`config.mk`:
```
export PLATFORM = sky130hd
export DESIGN_NAME = dramc_ctrl
export DESIGN_NICKNAME = d
export VERILOG_FILES = /design/src/rtl/dramc_pkg.sv /design/src/rtl/dramc_if.sv /design/src/rtl/dramc_timer.sv /design/src/rtl/dramc_ctrl.sv
export VERILOG_INCLUDE_DIRS = /design/src /design/src/rtl
export SDC_FILE = /design/constraint.sdc
export NUM_CORES = 1
export LEC_CHECK = 0
export BUFFER_PORTS_ARGS = -buffer_cell sky130_fd_sc_hd__clkbuf_2
export CORE_ASPECT_RATIO = 1.25
export CORE_MARGIN = 10
export CORE_UTILIZATION = 47
export CTS_CLUSTER_SIZE = 40
export DETAILED_ROUTE_END_ITERATION = 7
export SLEW_MARGIN = 20
export SYNTH_ARGS = -nofsm -noshare
export SYNTH_HDL_FRONTEND = slang
export SYNTH_SLANG_ARGS = --single-unit
```
`constraint.sdc`:
```
create_clock -name clk -period 4 [get_ports clk]
set_input_delay 0.8 -clock clk [delete_from_list [all_inputs] [get_ports clk]]
set_output_delay 0.8 -clock clk [all_outputs]
set_load 0.02 [all_outputs]
```
`src/rtl/dramc_regs.svh`:
```
// Timing constants and pin encodings for the DRAM page controller
`ifndef DRAMC_REGS_SVH
`define DRAMC_REGS_SVH
`define DRAMC_CLK_MHZ        200
`define DRAMC_PAUSE_US       200
`define DRAMC_PAUSE_CYC      (`DRAMC_PAUSE_US * `DRAMC_CLK_MHZ)
`define DRAMC_INIT_CYCLES    4'h8
`define DRAMC_IDLE_MS        8
`define DRAMC_IDLE_CYC       (`DRAMC_IDLE_MS * 1000 * 1000 * `DRAMC_CLK_MHZ / 1000)
`define DRAMC_ROWS           512
`define DRAMC_RFSH_INT_CYC   (`DRAMC_IDLE_CYC / `DRAMC_ROWS)
`define DRAMC_PHASE_CYC      5'h04
`define DRAMC_ADDR_W         10
`define DRAMC_ROW_MSB        9
`define DRAMC_ZERO_ADDR      10'h000
`define DRAMC_ONE_PHASE      5'h01
`define DRAMC_ONE32          32'h0000_0001
`define DRAMC_ZERO32         32'h0000_0000
`define DRAMC_ZERO4          4'h0
`define DRAMC_ZERO5          5'h00
`define DRAMC_ONE4           4'h1
`endif

```
`src/rtl/dramc_pkg.sv`:
```
// Types shared by the DRAM page controller
package dramc_pkg;
  typedef enum logic [8:0] {
    ST_PAUSE  = 9'h001,
    ST_INIT   = 9'h002,
    ST_IDLE   = 9'h004,
    ST_ROW    = 9'h008,
    ST_COL    = 9'h010,
    ST_PAGE   = 9'h020,
    ST_CBR    = 9'h040,
    ST_PRE    = 9'h080,
    ST_HIDDEN = 9'h100
  } dramc_state_t;
  typedef logic [9:0] dramc_addr_t;
endpackage

```
`src/rtl/dramc_if.sv`:
```
// Handshake between sequencer and phase timer
`timescale 1ns/10ps
`default_nettype none
interface dramc_tmr_if;
  logic start;
  logic done;
  modport ctl (output start, input done);
  modport tmr (input start, output done);
endinterface
`default_nettype wire

```
`src/rtl/dramc_timer.sv`:
```
// Phase timer: counts fixed strobe phase length after a start pulse
`timescale 1ns/10ps
`default_nettype none
`include "dramc_regs.svh"
module dramc_timer
  import dramc_pkg::*;
(
  // Clock and reset
  input  wire logic clk,
  input  wire logic rst,
  // Sequencer side
  dramc_tmr_if.tmr  tmr
);
  logic [4:0] cnt_r;
  logic [4:0] cnt_nxt;

  always_comb begin
    cnt_nxt = cnt_r;
    if (tmr.start) begin
      cnt_nxt = `DRAMC_PHASE_CYC;
    end else if (cnt_r != `DRAMC_ZERO5) begin
      cnt_nxt = cnt_r - `DRAMC_ONE_PHASE;
    end
  end

  always_ff @(posedge clk) begin
    if (rst) begin
      cnt_r <= `DRAMC_ZERO5;
    end else begin
      cnt_r <= cnt_nxt;
    end
  end

  assign tmr.done = (cnt_r == `DRAMC_ONE_PHASE);
endmodule // dramc_timer
`default_nettype wire

```
`src/rtl/dramc_ctrl.sv`:
```
// DRAM strobe controller: power-up, refresh scheduling and page accesses
// Device rules this block works to
// RL1 - Device refreshes when column strobe leads row strobe low.
// RL2 - Device takes refresh row from its counter, not the address pins.
// RL3 - Device counter steps by one after each such refresh.
// RL4 - Hidden refresh: column strobe held low after read, row strobe cycled.
// RL5 - Device keeps last read data driven during a hidden refresh.
// RL6 - Any row access refreshes that whole row.
// RL7 - Counter test: column strobe re-pulsed under low row strobe enables access.
// RL8 - In counter test the low nine row bits come from the counter.
// RL9 - In counter test the row address top bit is forced to one.
// RL10 - Page sequence opens with a normal access and row strobe held low.
// RL11 - Each column strobe pulse accesses a new column in the open row.
// RL12 - Reads and writes mix freely within one page sequence.
// RL13 - After power-up pause 200 us, then issue 8 initialization cycles.
// RL14 - After 8 ms without row strobe cycles, redo eight initialization cycles.
// RL15 - Any row strobe low-then-high cycle counts as initialization.
// RL16 - Hold both strobes high during power-up.
// RL17 - Refresh every row at least once per 8 ms, distributed.
// RL18 - Refresh covers 512 rows from the low nine address bits.
// RL19 - Device keeps read data until column strobe rises.
// RL20 - Device refresh counter is nine bits and wraps.
`timescale 1ns/10ps
`default_nettype none
`include "dramc_regs.svh"
module dramc_ctrl
  import dramc_pkg::*;
#(
  parameter int PAUSE_CYC    = `DRAMC_PAUSE_CYC,
  parameter int IDLE_CYC     = `DRAMC_IDLE_CYC,
  parameter int RFSH_INT_CYC = `DRAMC_RFSH_INT_CYC
)
(
  // Clock and reset
  input  wire logic        clk,
  input  wire logic        rst,
  // User request port
  input  wire logic        reqValid,
  output logic             reqReady,
  input  wire logic        reqWrite,
  input  wire logic [9:0]  reqRow,
  input  wire logic [9:0]  reqCol,
  input  wire logic        reqWData,
  input  wire logic        reqLast,
  output logic             rspValid,
  output logic             rspRData,
  output logic             initDone,
  // DRAM pins
  output logic             rowStrobeN,
  output logic             colStrobeN,
  output logic             writeEnN,
  output logic [9:0]       memAddr,
  output logic             memDIn,
  input  wire logic        memDOut
);
  dramc_tmr_if tmrIf();
  dramc_timer uTimer (
    .clk (clk),
    .rst (rst),
    .tmr (tmrIf)
  );

  dramc_state_t state_r, state_nxt;
  logic        ras_r, ras_nxt, cas_r, cas_nxt, we_r, we_nxt;
  logic [9:0]  addr_r, addr_nxt, colAddr_r, colAddr_nxt;
  logic        din_r, din_nxt, rd_r, rd_nxt, last_r, last_nxt;
  logic        rsp_r, rsp_nxt, rdat_r, rdat_nxt, init_r, init_nxt;
  logic        pend_r, pend_nxt, colPh_r, colPh_nxt;
  logic [3:0]  initCnt_r, initCnt_nxt;
  logic [31:0] wait_r, wait_nxt, rfsh_r, rfsh_nxt, idle_r, idle_nxt;
  logic        dq1_r, dq2_r;
  logic        rfshDue, idleExpired;

  // Read data is a pin: two flops before use
  always_ff @(posedge clk) begin
    if (rst) begin
      dq1_r <= 1'b0;
      dq2_r <= 1'b0;
    end else begin
      dq1_r <= memDOut;
      dq2_r <= dq1_r;
    end
  end

  assign rfshDue = pend_r;
  assign idleExpired = (idle_r >= IDLE_CYC - 1);
  assign tmrIf.start = (state_r != state_nxt) || (colPh_r != colPh_nxt);
  // Not ready when re-init is due, else a request would be dropped
  assign reqReady = (state_r == ST_IDLE) && !rfshDue && !idleExpired ||
                    (state_r == ST_PAGE) && !rfshDue && !last_r;

  // ======
  // Pins and user outputs except reqReady straight from flops
  assign rowStrobeN = ras_r;
  assign colStrobeN = cas_r;
  assign writeEnN   = we_r;
  assign memAddr    = addr_r;
  assign memDIn     = din_r;
  assign rspValid   = rsp_r;
  assign rspRData   = rdat_r;
  assign initDone   = init_r;

  // ======
  // Sequencer
  // Address always settles one phase before the strobe that takes it
  always_comb begin
    state_nxt = state_r;
    ras_nxt = ras_r;
    cas_nxt = cas_r;
    we_nxt = we_r;
    addr_nxt = addr_r;
    colAddr_nxt = colAddr_r;
    din_nxt = din_r;
    rd_nxt = rd_r;
    last_nxt = last_r;
    rsp_nxt = 1'b0;
    rdat_nxt = rdat_r;
    init_nxt = init_r;
    pend_nxt = pend_r;
    colPh_nxt = colPh_r;
    initCnt_nxt = initCnt_r;
    wait_nxt = wait_r;
    rfsh_nxt = rfsh_r + `DRAMC_ONE32;
    idle_nxt = idle_r + `DRAMC_ONE32;
    if (!ras_r) begin
      idle_nxt = `DRAMC_ZERO32;
    end
    case (state_r)
      ST_PAUSE: begin
        ras_nxt = 1'b1; // RL16
        cas_nxt = 1'b1; // RL16
        wait_nxt = wait_r + `DRAMC_ONE32;
        if (wait_r >= PAUSE_CYC - 1) begin
          state_nxt = ST_INIT; // RL13
          initCnt_nxt = `DRAMC_ZERO4;
          colPh_nxt = 1'b0;
        end
      end
      ST_INIT: begin
        // Row-strobe-only cycles; address content is irrelevant
        if (tmrIf.done) begin
          colPh_nxt = !colPh_r;
          ras_nxt = colPh_r; // RL15
          if (colPh_r) begin
            initCnt_nxt = initCnt_r + `DRAMC_ONE4;
            if (initCnt_r == `DRAMC_INIT_CYCLES - `DRAMC_ONE4) begin
              state_nxt = ST_PRE; // RL13
              init_nxt = 1'b1;
            end
          end
        end
      end
      ST_IDLE: begin
        if (idleExpired) begin
          state_nxt = ST_INIT; // RL14
          init_nxt = 1'b0;
          initCnt_nxt = `DRAMC_ZERO4;
          colPh_nxt = 1'b0;
        end else if (rfshDue) begin
          cas_nxt = 1'b0; // RL1
          state_nxt = ST_CBR; // RL2
          colPh_nxt = 1'b0;
        end else if (reqValid) begin
          addr_nxt = reqRow; // RL10
          colAddr_nxt = reqCol;
          we_nxt = !reqWrite;
          din_nxt = reqWData;
          rd_nxt = !reqWrite;
          last_nxt = reqLast;
          colPh_nxt = 1'b0;
          state_nxt = ST_ROW;
        end
      end
      ST_ROW: begin
        if (tmrIf.done) begin
          colPh_nxt = !colPh_r;
          if (!colPh_r) begin
            ras_nxt = 1'b0; // RL6
          end else begin
            addr_nxt = colAddr_r; // RL10
            state_nxt = ST_COL;
          end
        end
      end
      ST_COL: begin
        if (tmrIf.done) begin
          colPh_nxt = !colPh_r;
          if (!colPh_r) begin
            cas_nxt = 1'b0; // RL11
          end else begin
            if (rd_r) begin
              rdat_nxt = dq2_r;
            end
            rsp_nxt = 1'b1;
            we_nxt = 1'b1;
            if (rd_r && rfshDue) begin
              // Column strobe stays low so the read data stays driven
              ras_nxt = 1'b1; // RL4
              state_nxt = ST_HIDDEN;
            end else begin
              cas_nxt = 1'b1;
              state_nxt = ST_PAGE; // RL10
            end
          end
        end
      end
      ST_PAGE: begin
        // Row stays open for further columns in any read/write mix
        if (last_r || rfshDue) begin
          ras_nxt = 1'b1;
          state_nxt = ST_PRE;
        end else if (reqValid) begin
          addr_nxt = reqCol; // RL11
          we_nxt = !reqWrite; // RL12
          din_nxt = reqWData;
          rd_nxt = !reqWrite;
          last_nxt = reqLast;
          colPh_nxt = 1'b0;
          state_nxt = ST_COL;
        end
      end
      ST_CBR: begin
        if (tmrIf.done) begin
          colPh_nxt = !colPh_r;
          if (!colPh_r) begin
            ras_nxt = 1'b0; // RL3
          end else begin
            ras_nxt = 1'b1;
            cas_nxt = 1'b1;
            pend_nxt = 1'b0; // RL18
            state_nxt = ST_PRE;
          end
        end
      end
      ST_HIDDEN: begin
        if (tmrIf.done) begin
          colPh_nxt = !colPh_r;
          if (!colPh_r) begin
            ras_nxt = 1'b0; // RL4
          end else begin
            ras_nxt = 1'b1;
            cas_nxt = 1'b1;
            pend_nxt = 1'b0;
            state_nxt = ST_PRE;
          end
        end
      end
      ST_PRE: begin
        if (tmrIf.done) begin
          state_nxt = ST_IDLE;
        end
      end
      default: begin
        state_nxt = ST_PAUSE;
      end
    endcase
    // Placed last so a new tick beats a same-cycle clear
    if (rfsh_r >= RFSH_INT_CYC - 1) begin
      rfsh_nxt = `DRAMC_ZERO32;
      pend_nxt = 1'b1; // RL17
    end
  end

  always_ff @(posedge clk) begin
    if (rst) begin
      state_r   <= ST_PAUSE;
      ras_r     <= 1'b1; // RL16
      cas_r     <= 1'b1; // RL16
      we_r      <= 1'b1;
      addr_r    <= `DRAMC_ZERO_ADDR;
      colAddr_r <= `DRAMC_ZERO_ADDR;
      din_r     <= 1'b0;
      rd_r      <= 1'b0;
      last_r    <= 1'b0;
      rsp_r     <= 1'b0;
      rdat_r    <= 1'b0;
      init_r    <= 1'b0;
      pend_r    <= 1'b0;
      colPh_r   <= 1'b0;
      initCnt_r <= `DRAMC_ZERO4;
      wait_r    <= `DRAMC_ZERO32;
      rfsh_r    <= `DRAMC_ZERO32;
      idle_r    <= `DRAMC_ZERO32;
    end else begin
      state_r   <= state_nxt;
      ras_r     <= ras_nxt;
      cas_r     <= cas_nxt;
      we_r      <= we_nxt;
      addr_r    <= addr_nxt;
      colAddr_r <= colAddr_nxt;
      din_r     <= din_nxt;
      rd_r      <= rd_nxt;
      last_r    <= last_nxt;
      rsp_r     <= rsp_nxt;
      rdat_r    <= rdat_nxt;
      init_r    <= init_nxt;
      pend_r    <= pend_nxt;
      colPh_r   <= colPh_nxt;
      initCnt_r <= initCnt_nxt;
      wait_r    <= wait_nxt;
      rfsh_r    <= rfsh_nxt;
      idle_r    <= idle_nxt;
    end
  end
endmodule // dramc_ctrl
`default_nettype wire

```
==> Implementation_results.wiki <==
{| class="wikitable"
! Metric !! Value
|-
| Worst slew margin relative to its limit || 43.7%
|-
| Async set-reset flop share out of synthesis || 0%
|-
| Portion of synthesized cell area occupied by the leading cell type || 43.7%
|-
| Status || completed
|-
| Vias in the first global route || 5667
|-
| Initial antenna violation count || 0
|-
| Type of the worst setup path || register to primary output
|-
| GP Congestion || 0.906
|-
| Standby leakage power || 2.87 nW
|-
| Final core utilization || 55.9%
|-
| Via-per-instance ratio || 5.62
|-
| Clk_skew || 0.00642 ns
|-
| Initial core utilization || 48.3%
|-
| CTS Buf Count || 17
|-
| Cell type of the slowest stage on the worst timing path || sky130_fd_sc_hd__nor4_4
|-
| Max frequency || 298 MHz
|-
| Crit path cell chain || nor4_4, nand3_1, nor3_1, nor2_1, nor2_1, clkbuf_2
|-
| Clock sinks || 147
|-
| Slew at the pin closest to its max-slew limit || 0.834 ns
|-
| RSZ-0062 raised after global routing || false
|-
| Worst EP required || 3.20 ns
|-
| Buffer type at the clock tree root || sky130_fd_sc_hd__clkbuf_16
|-
| Synth Area per Inst || 8.49 µm²
|-
| Maximum cell stage delay along the critical path || 0.55 ns
|-
| Endpoint kind of the worst setup timing path || primary output
|-
| Clk pin slew, worst setup/hold paths || 0.06 ns
|-
| Largest cells by area after synthesis || sky130_fd_sc_hd__dfxtp_1 (44%), sky130_fd_sc_hd__nor2_1 (6.4%), sky130_fd_sc_hd__xor2_1 (5.3%), sky130_fd_sc_hd__nand2_1 (5.1%), sky130_fd_sc_hd__a21oi_1 (3.3%)
|-
| Max-cap violation count || 0
|-
| WL per Instance || 16.2 µm
|-
| Die extent in y || 154 µm
|-
| Gate count of the mapped netlist || 793
|-
| Arrival time of data at the critical path endpoint || 2.56 ns
|-
| Drt initial violations || 283
|-
| Detailed Routing Iterations Pass 1 || 5
|-
| Total Die Area || 0.0195 mm²
|-
| Horiz. Die Dim || 127 µm
|-
| Quantity of hold-fixing buffers added after cts || 0
|-
| Category of cells accounting for the largest share of critical-path delay || simple AND/OR/NAND/NOR gates
|-
| Netlist area before placement || 0.00673 mm²
|-
| TritonCTS clock tree || built
|-
| Synthesized flop and latch total || 147
|-
| Top-level port count || 45
|-
| Worst ir drop on vdd || 0.360 mV
|-
| Clock Latency Late Sink || 0.42 ns
|-
| PwrDens || 444 mW/mm²
|-
| Reg area || 0.00294 mm²
|-
| Count of buffers inserted at the top-level ports || 44
|-
| Final Setup Violations || 0
|-
| Reg2Reg Depth || 7
|-
| Nets@finish || 878
|-
| Min-Delay Path Depth || 2
|-
| Post-CTS Repair Setup Buffers || 0
|-
| Diodes inserted || 0
|-
| Worst min-delay path category || register to register
|-
| Pin count of the biggest net entering global routing || 73
|-
| Total of warnings raised by yosys || 0
|-
| Crit. path cell count || 6
|-
| Number of DRC violations after detailed routing || 0
|-
| Worst hold slack across all endpoints || 0.453 ns
|-
| Area of the core region || 0.0139 mm²
|-
| Fraction of the yosys area taken by sequential cells || 43.7%
|-
| Remaining Overflow, GRT || 0
|-
| Top cell type by total area after synthesis || sky130_fd_sc_hd__dfxtp_1
|-
| Main flop type after synthesis || sky130_fd_sc_hd__dfxtp_1
|-
| Sum of net half-perimeters after detailed placement || 12200 µm
|-
| Wire length after detailed routing || 16700 µm
|-
| Layout overhead on the synthesized area || 15.7%
|-
| Maximum buffer depth of the clock tree || 2
|-
| Hold violation count in the final report || 0
|-
| Cell variety after synth || 68
|-
| Total count of max-transition violations in the final report || 0
|-
| Total track usage || 17.3%
|-
| H-tree levels || 4
|-
| Most frequent CP cell || sky130_fd_sc_hd__nor2_1
|-
| Number of flops mapped to enable cells by yosys || 0
|-
| Multi-input gate area in the final layout || 0.00363 mm²
|-
| Vias || 5803
|-
| Resize count post-CTS || 0
|-
| Fin crit share || 84.0%
|-
| Num rows || 48
|-
| Slack of the worst reg-to-reg path || 1.05 ns
|-
| Count of buffering cells on the critical path with inverters included || 1
|-
| Number of nets with antenna violations after detailed routing || 0
|-
| Wire length of the first global-routing pass || 27900 µm
|-
| Filler cell count || 1321
|-
| Critical path peak fanout || 14
|-
| Kind of start point of the critical path || register
|-
| Setup TNS || 0 ns
|-
| Layout cells sized above 1 || 12.7%
|-
| Post-layout min period || 3.36 ns
|}
## layer usage
| metal | GRT usage (%) | wire length, µm |
|---|---|---|
| met1 | 20.2 | 7160 |
| met2 | 29.2 | 8460 |
| met3 | 4.27 | 725 |
| met4 | 7.66 | 384 |
| met5 | 0 | 0 |
## report_power, final
group	leakage, nW	total, mW	internal [mW]	switching [mW]
sequential	1.19	1.52	1.50	0.0222
clock	0.318	1.78	1.13	0.644
combinational	1.35	0.166	0.0658	0.100
total	2.87	3.46	2.69	0.767
## path summary, 6_finish.rpt
check,from,to
setup reg to reg,state_r[5],uTimer.cnt_r[2]
hold reg to reg,colAddr_r[0],colAddr_r[0]
setup / recovery,state_r[5],reqReady
hold / removal,colAddr_r[0],colAddr_r[0]
## stage by stage
stage	std cells	cell area (µm²)	power (mW)	setup WS, ns
final	1032	7780	3.46	0.640
after global routing	1032	7780	3.59	0.435
after CTS	1032	7780	3.50	0.649
after detailed placement	1000	7120	1.71	1.06
after global placement	1000	7120	1.71	1.15
after floorplan	812	6800	1.66	1.37
## cells by family after synthesis
| kind of cell | after synthesis | synth area share [%] |
|---|---|---|
| simple gates | 385 | 29.2 |
| flops | 147 | 43.7 |
| compound gates | 133 | 13.3 |
| xor+xnor | 62 | 8.07 |
| buf+inv | 52 | 3.46 |
| fa+ha+maj | 7 | 1.30 |
| mux | 6 | 0.892 |
| other cells | 1 | 0.0557 |
## final cells by class
type	instances	area share (%)
Inverter	14	0.675
Sequential cell	147	37.8
Tap cell	175	2.81
Clock buffer	18	5.64
Multi-Input combinational cell	613	46.7
Timing Repair Buffer	51	3.50
Clock inverter	14	2.86
## layout by cell type, fill, tap and decap left out, types with 18 or more instances in the layout
cell type                  synthesis  final
sky130_fd_sc_hd__a21oi_1          44     44
sky130_fd_sc_hd__and3_1           20     20
sky130_fd_sc_hd__clkbuf_2          3     44
sky130_fd_sc_hd__conb_1            1     20
sky130_fd_sc_hd__dfxtp_1         147    147
sky130_fd_sc_hd__nand2_1          92     91
sky130_fd_sc_hd__nand3_1          33     33
sky130_fd_sc_hd__nor2_1          114    114
sky130_fd_sc_hd__nor3_1           18     18
sky130_fd_sc_hd__nor4_1           18     18
sky130_fd_sc_hd__o21ai_0          28     28
sky130_fd_sc_hd__or3_1            21     21
sky130_fd_sc_hd__xnor2_1          21     21
sky130_fd_sc_hd__xor2_1           41     41
## state kept, by name (all words and copies together), names as in the netlist, 4 cells and up
| signal | count |
|---|---|
| state_r | 9 |
| colAddr_r | 10 |
| uTimer.cnt_r | 5 |
| wait_r | 32 |
| initCnt_r | 4 |
| memAddr | 10 |
| rfsh_r | 32 |
| idle_r | 32 |
## Yosys cell counts, drive strengths merged (21+ instances only)
cell    instances
xor2           41
nand2          92
dfxtp         147
a21oi          44
or3            21
and3           22
nand3          34
o21ai          32
nor2          116
xnor2          21
nor4           23
clkbuf         26
## worst register-to-register path: cells and delay by family, from the launching register on
family             cells  cell delay [ns]
AOI/OAI and AO/OA      3             0.88
DFF                    1             0.70
and+or+nand+nor        4             1.26
(Power assumes the default switching activity.)
